### config.mk
export PLATFORM = sky130hd
export DESIGN_NAME = usbev_events
export DESIGN_NICKNAME = d
export VERILOG_FILES = /design/src/usbev_pkg.sv /design/src/usbev_events.sv
export SDC_FILE = /design/constraint.sdc
export NUM_CORES = 1
export LEC_CHECK = 0
export BUFFER_PORTS_ARGS = -buffer_cell sky130_fd_sc_hd__buf_2
export CAP_MARGIN = 5
export CORE_ASPECT_RATIO = 1.5
export CORE_MARGIN = 4
export CORE_UTILIZATION = 47
export DETAILED_ROUTE_END_ITERATION = 6
export PLACE_DENSITY_LB_ADDON = 0.1
export REMOVE_ABC_BUFFERS = 1
export SLEW_MARGIN = 20
export SYNTH_ARGS = -nofsm -noshare
export SYNTH_HDL_FRONTEND = slang
export SYNTH_SLANG_ARGS = --single-unit
### constraint.sdc
create_clock -name clock -period 2.3 [get_ports clock]
set_input_delay 0.23 -clock clock [delete_from_list [all_inputs] [get_ports clock]]
set_output_delay 0.23 -clock clock [all_outputs]
set_load 0.02 [all_outputs]
### src/usbev_pkg.sv
package usbev_pkg;
	// ==================================================
	// Register byte addresses
	localparam logic [31:0] USBEV_TOP_EVENT_ADDR = 32'h5000180C;
	localparam logic [31:0] USBEV_TOP_MASK_ADDR = 32'h5000180E;
	localparam logic [31:0] USBEV_BUS_EVENT_ADDR = 32'h50001810;
	localparam logic [31:0] USBEV_BUS_MASK_ADDR = 32'h50001812;
	localparam logic [31:0] USBEV_TX_EVENT_ADDR = 32'h50001814;
	localparam logic [31:0] USBEV_TX_MASK_ADDR = 32'h50001816;

	// ==================================================
	// Field positions
	localparam int USBEV_TOP_WARN_BIT = 0;
	localparam int USBEV_TOP_BUS_BIT = 1;
	localparam int USBEV_TOP_TX_BIT = 2;
	localparam int USBEV_TOP_FRAME_BIT = 3;
	localparam int USBEV_TOP_NAK_BIT = 4;
	localparam int USBEV_MASTER_BIT = 7;
	localparam int USBEV_BUS_LSB = 3;
	localparam int USBEV_BUS_MSB = 7;
	localparam int USBEV_PKT_END_IDX = 0;
	localparam int USBEV_IDLE3_IDX = 1;
	localparam int USBEV_IDLE5_IDX = 2;
	localparam int USBEV_BUS_RESET_IDX = 3;
	localparam int USBEV_WAKE_IDX = 4;
	localparam int USBEV_TX_DONE_LSB = 0;
	localparam int USBEV_TRANSMIT_UNDERFLOW_LSB = 4;

	// ==================================================
	// Reset values
	localparam logic [4:0] USBEV_TOP_MASK_RST = 5'h00;
	localparam logic USBEV_MASTER_RST = 1'b0;
	localparam logic [4:0] USBEV_BUS_RST = 5'h00;
	localparam logic [2:0] USBEV_TX_RST = 3'h0;
	localparam logic [15:0] USBEV_DATA_RST = 16'h0000;

	// ==================================================
	// Timing
	localparam int USBEV_CLOCK_HZ = 25000000;
	localparam real USBEV_SE0_RESET_US = 2.5;
	localparam int USBEV_IDLE3_MS = 3;
	localparam int USBEV_IDLE5_MS = 5;
	localparam int USBEV_SE0_CYCLES_I = int'($ceil(USBEV_SE0_RESET_US * USBEV_CLOCK_HZ / 1.0E6));
	localparam logic [6:0] USBEV_SE0_CYCLES = 7'(USBEV_SE0_CYCLES_I);
	localparam int USBEV_IDLE3_CYCLES = USBEV_IDLE3_MS * (USBEV_CLOCK_HZ / 1000);
	localparam int USBEV_IDLE5_CYCLES = USBEV_IDLE5_MS * (USBEV_CLOCK_HZ / 1000);

	// ==================================================
	// Carriers
	typedef struct packed {
		logic [31:0] addr;
		logic [15:0] wdata;
		logic write;
		logic read;
	} usbev_bus_s;

	typedef struct packed {
		logic se0;
		logic idle;
		logic suspended;
		logic packet_end;
	} usbev_line_s;

	typedef struct packed {
		logic [2:0] done_set;
		logic [2:0] underflow_set;
		logic [2:0] status_read;
	} usbev_tx_s;

	typedef struct packed {
		logic warn;
		logic frame;
		logic nak;
	} usbev_summ_s;

	typedef struct packed {
		logic [4:0] top_mask;
		logic master_en;
		logic [4:0] bus_flags;
		logic [4:0] bus_mask;
		logic [2:0] tx_done;
		logic [2:0] transmit_underflow;
		logic [2:0] tx_done_mask;
		logic [2:0] transmit_underflow_mask;
		logic bus_summary;
		logic tx_summary;
		logic [6:0] se0_count;
		logic [17:0] idle_count;
		logic busy_prev;
		logic [15:0] rdata;
		logic irq;
	} usbev_state_s;
endpackage : usbev_pkg

### src/usbev_events.sv
`timescale 1ns/1ps
`default_nettype none
// Behaviour
// - Low five top mask bits gate their top-level events toward the interrupt.
// - Bus leaving idle while suspended sets wake-up flag, bit 7.
// - SE0 held 2.5 us sets bus-reset flag, bit 6.
// - 5 ms continuous idle sets idle_5ms_flag, bit 5.
// - 3 ms continuous idle sets idle_3ms_flag, bit 4.
// - Valid end-of-packet sets packet_end_flag, bit 3.
// - Reading bus-condition flags clears them; reserved bits read zero.
// - Enabled bus-condition events set the bus-condition summary bit.
// - Transmit bits 6:4 mirror endpoint 3..1 underflow.
// - Underflow clears on reading that endpoint's transmit status.
// - Transmit bits 2:0 mirror endpoint 3..1 IN completion.
// - Done clears on reading that endpoint's status; reserved bits read zero.
// - Bus-condition summary marks unmasked event, clears on flag register read.
// - Transmit summary set by unmasked bit, clears when all bits clear.
// - Transmit mask bits decide which transmit bits reach the summary.
module usbev_events #(
	parameter int IDLE3_CYCLES = usbev_pkg::USBEV_IDLE3_CYCLES,
	parameter int IDLE5_CYCLES = usbev_pkg::USBEV_IDLE5_CYCLES
) (
	input wire logic clock,
	input wire logic rst,
	input wire usbev_pkg::usbev_bus_s bus,
	input wire usbev_pkg::usbev_line_s line,
	input wire usbev_pkg::usbev_tx_s tx,
	input wire usbev_pkg::usbev_summ_s summ,
	output logic [15:0] rdata,
	output logic irq
);
	import usbev_pkg::*;

	// ==================================================
	// State
	usbev_state_s state_reg;
	usbev_state_s state_next;

	// ==================================================
	// Register select
	typedef enum logic [2:0] {
		USBEV_SEL_NONE = 3'h0,
		USBEV_SEL_TOP_EVENT = 3'h1,
		USBEV_SEL_TOP_MASK = 3'h3,
		USBEV_SEL_BUS_EVENT = 3'h2,
		USBEV_SEL_BUS_MASK = 3'h6,
		USBEV_SEL_TX_EVENT = 3'h7,
		USBEV_SEL_TX_MASK = 3'h5
	} usbev_sel_e;

	// Decoded once and shared by writes, reads and the read-clear
	function automatic usbev_sel_e decode(input logic [31:0] a);
		case (a)
			USBEV_TOP_EVENT_ADDR: begin
				decode = USBEV_SEL_TOP_EVENT;
			end
			USBEV_TOP_MASK_ADDR: begin
				decode = USBEV_SEL_TOP_MASK;
			end
			USBEV_BUS_EVENT_ADDR: begin
				decode = USBEV_SEL_BUS_EVENT;
			end
			USBEV_BUS_MASK_ADDR: begin
				decode = USBEV_SEL_BUS_MASK;
			end
			USBEV_TX_EVENT_ADDR: begin
				decode = USBEV_SEL_TX_EVENT;
			end
			USBEV_TX_MASK_ADDR: begin
				decode = USBEV_SEL_TX_MASK;
			end
			default: begin
				decode = USBEV_SEL_NONE;
			end
		endcase
	endfunction : decode

	// ==================================================
	// Helpers
	// Parks at the limit so a long line condition flags once per episode
	function automatic logic [17:0] sat_step(input logic [17:0] count, input logic [17:0] limit);
		if (count == limit) begin
			sat_step = count;
		end else begin
			sat_step = count + 18'h00001;
		end
	endfunction : sat_step

	// True on the sample that completes a run of limit samples
	function automatic logic reached(input logic [17:0] count, input logic [17:0] limit);
		reached = count == limit - 18'h00001;
	endfunction : reached

	// Set wins when an endpoint event and its status read share a cycle
	function automatic logic [2:0] mirror(input logic [2:0] flags, input logic [2:0] clear, input logic [2:0] set);
		mirror = (flags & ~clear) | set;
	endfunction : mirror

	function automatic logic [15:0] bus_word(input logic [4:0] bits);
		bus_word = USBEV_DATA_RST;
		bus_word[USBEV_BUS_MSB:USBEV_BUS_LSB] = bits;
	endfunction : bus_word

	function automatic logic [15:0] tx_word(input logic [2:0] done, input logic [2:0] urun);
		tx_word = USBEV_DATA_RST;
		tx_word[USBEV_TX_DONE_LSB+2:USBEV_TX_DONE_LSB] = done;
		tx_word[USBEV_TRANSMIT_UNDERFLOW_LSB+2:USBEV_TRANSMIT_UNDERFLOW_LSB] = urun;
	endfunction : tx_word

	function automatic logic [4:0] top_events(input usbev_state_s s, input usbev_summ_s m);
		top_events = 5'h00;
		top_events[USBEV_TOP_WARN_BIT] = m.warn;
		top_events[USBEV_TOP_BUS_BIT] = s.bus_summary;
		top_events[USBEV_TOP_TX_BIT] = s.tx_summary;
		top_events[USBEV_TOP_FRAME_BIT] = m.frame;
		top_events[USBEV_TOP_NAK_BIT] = m.nak;
	endfunction : top_events

	usbev_sel_e sel;
	logic [4:0] bus_set;
	logic bus_read;
	logic [17:0] se0_lim;
	logic [17:0] idle3_lim;
	logic [17:0] idle5_lim;
	logic [15:0] rd_word;
	logic [4:0] top_now;

	assign idle3_lim = 18'(IDLE3_CYCLES);
	assign idle5_lim = 18'(IDLE5_CYCLES);
	assign se0_lim = {11'h000, USBEV_SE0_CYCLES};

	// ==================================================
	// Next state
	always_comb begin
		state_next = state_reg;
		sel = decode(bus.addr);
		bus_read = bus.read && sel == USBEV_SEL_BUS_EVENT;
		bus_set = 5'h00;

		// Line condition timers; the SE0 limit is 2.5 us rounded up to whole cycles
		if (line.se0) begin
			state_next.se0_count = 7'(sat_step({11'h000, state_reg.se0_count}, se0_lim));
			if (reached({11'h000, state_reg.se0_count}, se0_lim)) begin
				bus_set[USBEV_BUS_RESET_IDX] = 1'h1;
			end
		end else begin
			state_next.se0_count = 7'h00;
		end
		if (line.idle) begin
			state_next.idle_count = sat_step(state_reg.idle_count, idle5_lim);
			if (reached(state_reg.idle_count, idle3_lim)) begin
				bus_set[USBEV_IDLE3_IDX] = 1'h1;
			end
			if (reached(state_reg.idle_count, idle5_lim)) begin
				bus_set[USBEV_IDLE5_IDX] = 1'h1;
			end
		end else begin
			state_next.idle_count = 18'h00000;
		end
		state_next.busy_prev = !line.idle;
		if (line.suspended && !line.idle && !state_reg.busy_prev) begin
			bus_set[USBEV_WAKE_IDX] = 1'b1;
		end
		bus_set[USBEV_PKT_END_IDX] = line.packet_end;

		// Read clears, a new event in the same cycle wins
		state_next.bus_flags = (bus_read ? 5'h00 : state_reg.bus_flags) | bus_set;
		state_next.bus_summary = (bus_read ? 1'b0 : state_reg.bus_summary) | (|(bus_set & state_reg.bus_mask));

		// Transmit mirrors, cleared by endpoint status reads
		state_next.tx_done = mirror(state_reg.tx_done, tx.status_read, tx.done_set);
		state_next.transmit_underflow = mirror(state_reg.transmit_underflow, tx.status_read, tx.underflow_set);
		state_next.tx_summary = (|(state_next.tx_done & state_reg.tx_done_mask))
			| (|(state_next.transmit_underflow & state_reg.transmit_underflow_mask))
			| (state_reg.tx_summary && (|state_next.tx_done || |state_next.transmit_underflow));

		// Register writes
		if (bus.write) begin
			case (sel)
				USBEV_SEL_TOP_MASK: begin
					state_next.top_mask = bus.wdata[4:0];
					state_next.master_en = bus.wdata[USBEV_MASTER_BIT];
				end
				USBEV_SEL_BUS_MASK: begin
					state_next.bus_mask = bus.wdata[USBEV_BUS_MSB:USBEV_BUS_LSB];
				end
				USBEV_SEL_TX_MASK: begin
					state_next.tx_done_mask = bus.wdata[USBEV_TX_DONE_LSB+2:USBEV_TX_DONE_LSB];
					state_next.transmit_underflow_mask = bus.wdata[USBEV_TRANSMIT_UNDERFLOW_LSB+2:USBEV_TRANSMIT_UNDERFLOW_LSB];
				end
				default: begin
					state_next.top_mask = state_reg.top_mask;
				end
			endcase
		end

		// Register reads, unmapped addresses and reserved bits return zero
		top_now = top_events(state_reg, summ);
		rd_word = USBEV_DATA_RST;
		case (sel)
			USBEV_SEL_TOP_EVENT: begin
				rd_word[4:0] = top_now;
			end
			USBEV_SEL_TOP_MASK: begin
				rd_word[4:0] = state_reg.top_mask;
				rd_word[USBEV_MASTER_BIT] = state_reg.master_en;
			end
			USBEV_SEL_BUS_EVENT: begin
				rd_word = bus_word(state_reg.bus_flags);
			end
			USBEV_SEL_BUS_MASK: begin
				rd_word = bus_word(state_reg.bus_mask);
			end
			USBEV_SEL_TX_EVENT: begin
				rd_word = tx_word(state_reg.tx_done, state_reg.transmit_underflow);
			end
			USBEV_SEL_TX_MASK: begin
				rd_word = tx_word(state_reg.tx_done_mask, state_reg.transmit_underflow_mask);
			end
			default: begin
				rd_word = USBEV_DATA_RST;
			end
		endcase
		state_next.rdata = bus.read ? rd_word : USBEV_DATA_RST;

		state_next.irq = state_reg.master_en && (|(top_now & state_reg.top_mask));
	end

	// ==================================================
	// Registers
	always_ff @(posedge clock or posedge rst) begin
		if (rst) begin
			state_reg <= '{
				top_mask: USBEV_TOP_MASK_RST,
				master_en: USBEV_MASTER_RST,
				bus_flags: USBEV_BUS_RST,
				bus_mask: USBEV_BUS_RST,
				tx_done: USBEV_TX_RST,
				transmit_underflow: USBEV_TX_RST,
				tx_done_mask: USBEV_TX_RST,
				transmit_underflow_mask: USBEV_TX_RST,
				bus_summary: 1'b0,
				tx_summary: 1'b0,
				se0_count: 7'h00,
				idle_count: 18'h00000,
				busy_prev: 1'b0,
				rdata: USBEV_DATA_RST,
				irq: 1'b0
			};
		end else begin
			state_reg <= state_next;
		end
	end

	assign rdata = state_reg.rdata;
	assign irq = state_reg.irq;
endmodule : usbev_events
`default_nettype wire

==> results.md <==
* TritonCTS Sinks at 65
* Worst hold margin at 0.09621 ns
* RSZ-0062 raised after global routing: false
* CTS tree: built
* Pwr Density at 585.8 mW/mm2
* Die area at 0.008627 mm2
* Top cell type's share of synthesized area at 0.4820
* Initial drt markers at 80
* DR WL/cell at 16.19 um
* WS Path Type: reg2reg
* Top post-synthesis cells by area: dfrtp_1 (48%), mux2_2 (4.3%), buf_4 (3.6%)
* Comb power frac at 0.073
* Die W at 77.19 um
* Synth Instances at 307
* Total grt overflow at 0
* Compound-cell area share of the yosys netlist at 0.1205
* Post-layout min period at 1.945 ns
* Leading area contributor after synthesis: dfrtp_1
* NumNets Final at 449
* CP Capture Type: flip-flop
* Synthesized-area fraction occupied by adder cells at 0.01483
* Lkg Pwr at 1.892 nW
* Sw power at 555.4 uW
* Status: complete, no violations
* RePlAce Congestion at 0.9087
* Slew Limit Fails at 0
* Number of synthesized register bits at 65
* Largest net degree at the start of global routing at 66
* Worst-Skew Late Latency at 0.35 ns
* Final Setup Violations at 0
* Routing usage on met3 at 0.06311
* CTS Root Cell: clkbuf_8
* Worst-path fanout max at 6
* Grt peak-use layer: met2
* Sequential cell area fraction in the yosys report at 0.4820
* Core Region at 0.006944 mm2
* I/O Buffers at 68
* Max Cap Violations at 0
* Post-synthesis xor/xnor area fraction at 0.03115
* Slew @ Worst Pin at 0.6697 ns
* Tot Pwr at 2.313 mW
* Hold Crit Class: in2reg
* Hpwl dp at 5.595 mm
* Synth-to-Final Area Change at 16.98%
* Fraction of layout cells with a size suffix above 1 at 0.3089
* Cell area after synthesis at 0.003374 mm2
* Fmax at 514.2 MHz
* Synth async-reset ratio at 1.000
* Inst Count DP at 443
* Tcrit/Tclk final at 0.8455
* GRT Resource Usage Total at 0.1818
* Vias at 2,574
* Final WL at 7.447 mm
* Crit start category: flip-flop
* Met2 Resource Use GR at 0.3006
* Die Y at 111.8 um
* Post-synthesis mux area share at 0.09010
* DRC viols at 0
* Max Buffers Root-to-Sink at 2
* Post-layout util at 0.5685
* Distinct cells, synth at 60
* Flop pwr share at 0.508
* Core Rows at 37
* Htree depth at 3
* Critical Path RT at 2.58 ns
* Max_slew headroom at 0.5420
* Most used DFF post-synth: dfrtp_1
* Peak supply drop at 0.4671 mV
* Sw frac at 0.2402
* Initial DRT Pass Iterations at 5
* Clk slew on worst S/H paths at 0.08 ns
* Post-route setup TNS at 0 ns
* Final hold violation count at 0
* Ant diodes at 0
* Vias per cell at 5.596
* DP Area at 0.003741 mm2
* Clock power share at 0.419
* Fill count at 645
* Mean Syn Cell Area at 10.99 um2
* Worst EP arrival at 2.22 ns
* Final worst slack at 0.3552 ns
* Antenna violations before repair at 0
* Post-synth EDFFs at 0
* Post-Synth Simple-Gate Area at 0.2021
* Internal power at 1.757 mW
* Pre-CTS WS at 0.1618 ns
* Met1 GRT Util at 0.2125
* Largest family of logic cells by synthesized area: simple AND/OR/NAND/NOR gates
* Post-route cell area at 0.003948 mm2
* Clock skew at 0.01076 ns
* Routed Antenna Nets at 0
* Starting density of the core at 0.4859
* First-pass GRT wire length at 12.32 mm
* I/O Pins at 85
* CTS Buf Count at 9
* Largest register FFs at 56
* Final cell count without fillers at 460
* Yosys warnings at 0
* Vias in the first global route at 2,561
-- power groups by stage --
| stage | Sequential (mW) | Combinational, mW | Clock, mW |
|---|---|---|---|
| finish | 1.18 | 0.169 | 0.968 |
| global route | 1.18 | 0.192 | 1.05 |
| CTS | 1.18 | 0.172 | 0.997 |
| detailed placement | 1.20 | 0.169 | 0 |
| global placement | 1.20 | 0.168 | 0 |
| floorplan | 1.19 | 0.0820 | 0 |
-- kinds of logic after synthesis --
family,after synthesis
flip-flops,65
adder cells (fa/ha/maj),4
buffers and inverters,35
other,1
AND/OR/NAND/NOR,106
multiplexers,28
AO/OA/AOI/OAI,56
XOR/XNOR,12
-- layout make-up --
cell class / count / area [um2] / share of cell area
sequential: 65 / 1627 / 0.4120
multi-input combinational: 214 / 1578 / 0.3997
timing repair buffer: 74 / 400.4 / 0.1014
clock buffer: 11 / 141.4 / 0.03582
tap: 78 / 97.59 / 0.02472
clock inverter: 5 / 55.05 / 0.01395
inverter: 13 / 48.80 / 0.01236
-- layer usage --
metal / wire length (um) / vias up
met1: 2974 / 1241
met2: 3912 / 72
met4: 121 / 0
met5: 0 / -
met3: 438 / 8
li1: - / 1253
-- timing repair --
| action | CTS | global route |
|---|---|---|
| endpoints found under the hold margin | 65 | 0 |
| setup buffers | 0 | 0 |
| gates resized for setup | 0 | 0 |
| hold buffers | 1 | 0 |
-- cell usage after synthesis (3+ instances only) --
cell type / count
dfrtp_1: 65
nor2_1: 18
buf_4: 16
mux2_2: 13
inv_1: 12
nand4_1: 11
mux2i_1: 9
o21ai_0: 9
nand3_1: 8
a21oi_1: 7
nand2_1: 7
xnor2_1: 7
a21o_1: 6
a21o_2: 6
a22oi_1: 6
mux2_1: 6
nor2b_1: 6
or3_1: 6
nor3b_1: 5
nor4_1: 5
xor2_1: 5
a31oi_1: 4
and2_1: 4
and3_1: 4
buf_2: 4
ha_1: 4
or4_1: 4
a211oi_1: 3
and4_1: 3
nand4b_1: 3
nor3_1: 3
nor4b_1: 3
-- worst max-delay path, stage by stage, from the launching register on --
cell,delay (ns)
dfrtp_1,0.41
ha_1,0.24
and3_1,0.26
nand4_1,0.15
or2_1,0.31
or3_1,0.36
a21oi_1,0.14
-- layout by cell type (no fill, tap or decap), types with 5 or more instances in the layout --
cell type / Yosys / layout
nor2_1: 18 / 18
nand2_1: 7 / 7
dfrtp_1: 65 / 65
a21o_1: 6 / 6
o21ai_0: 9 / 9
nand3_1: 8 / 8
a22oi_1: 6 / 6
a21o_2: 6 / 6
nand4_1: 11 / 11
mux2_1: 6 / 6
buf_2: 4 / 68
nor2b_1: 6 / 6
xor2_1: 5 / 5
a21oi_1: 7 / 7
inv_1: 12 / 11
mux2i_1: 9 / 9
clkbuf_8: 0 / 10
xnor2_1: 7 / 7
nor3b_1: 5 / 5
mux2_2: 13 / 13
or3_1: 6 / 6
nor4_1: 5 / 5
conb_1: 1 / 8
-- final timing paths --
check | from | end | slack (ns) | cells past startpoint
max | state_reg[19] | state_reg[32] | 0.36 | 6
min | line[0] | state_reg[62] | 0.1 | 2
max reg2reg | state_reg[19] | state_reg[32] | 0.36 | 6
min reg2reg | state_reg[65] | state_reg[65] | 0.48 | 1
max in group asynchronous | rst | rdata[6] | 1.52 | 4
min in group asynchronous | rst | state_reg[53] | 0.50 | 4
Note: power is estimated with default switching activity, not from simulation.
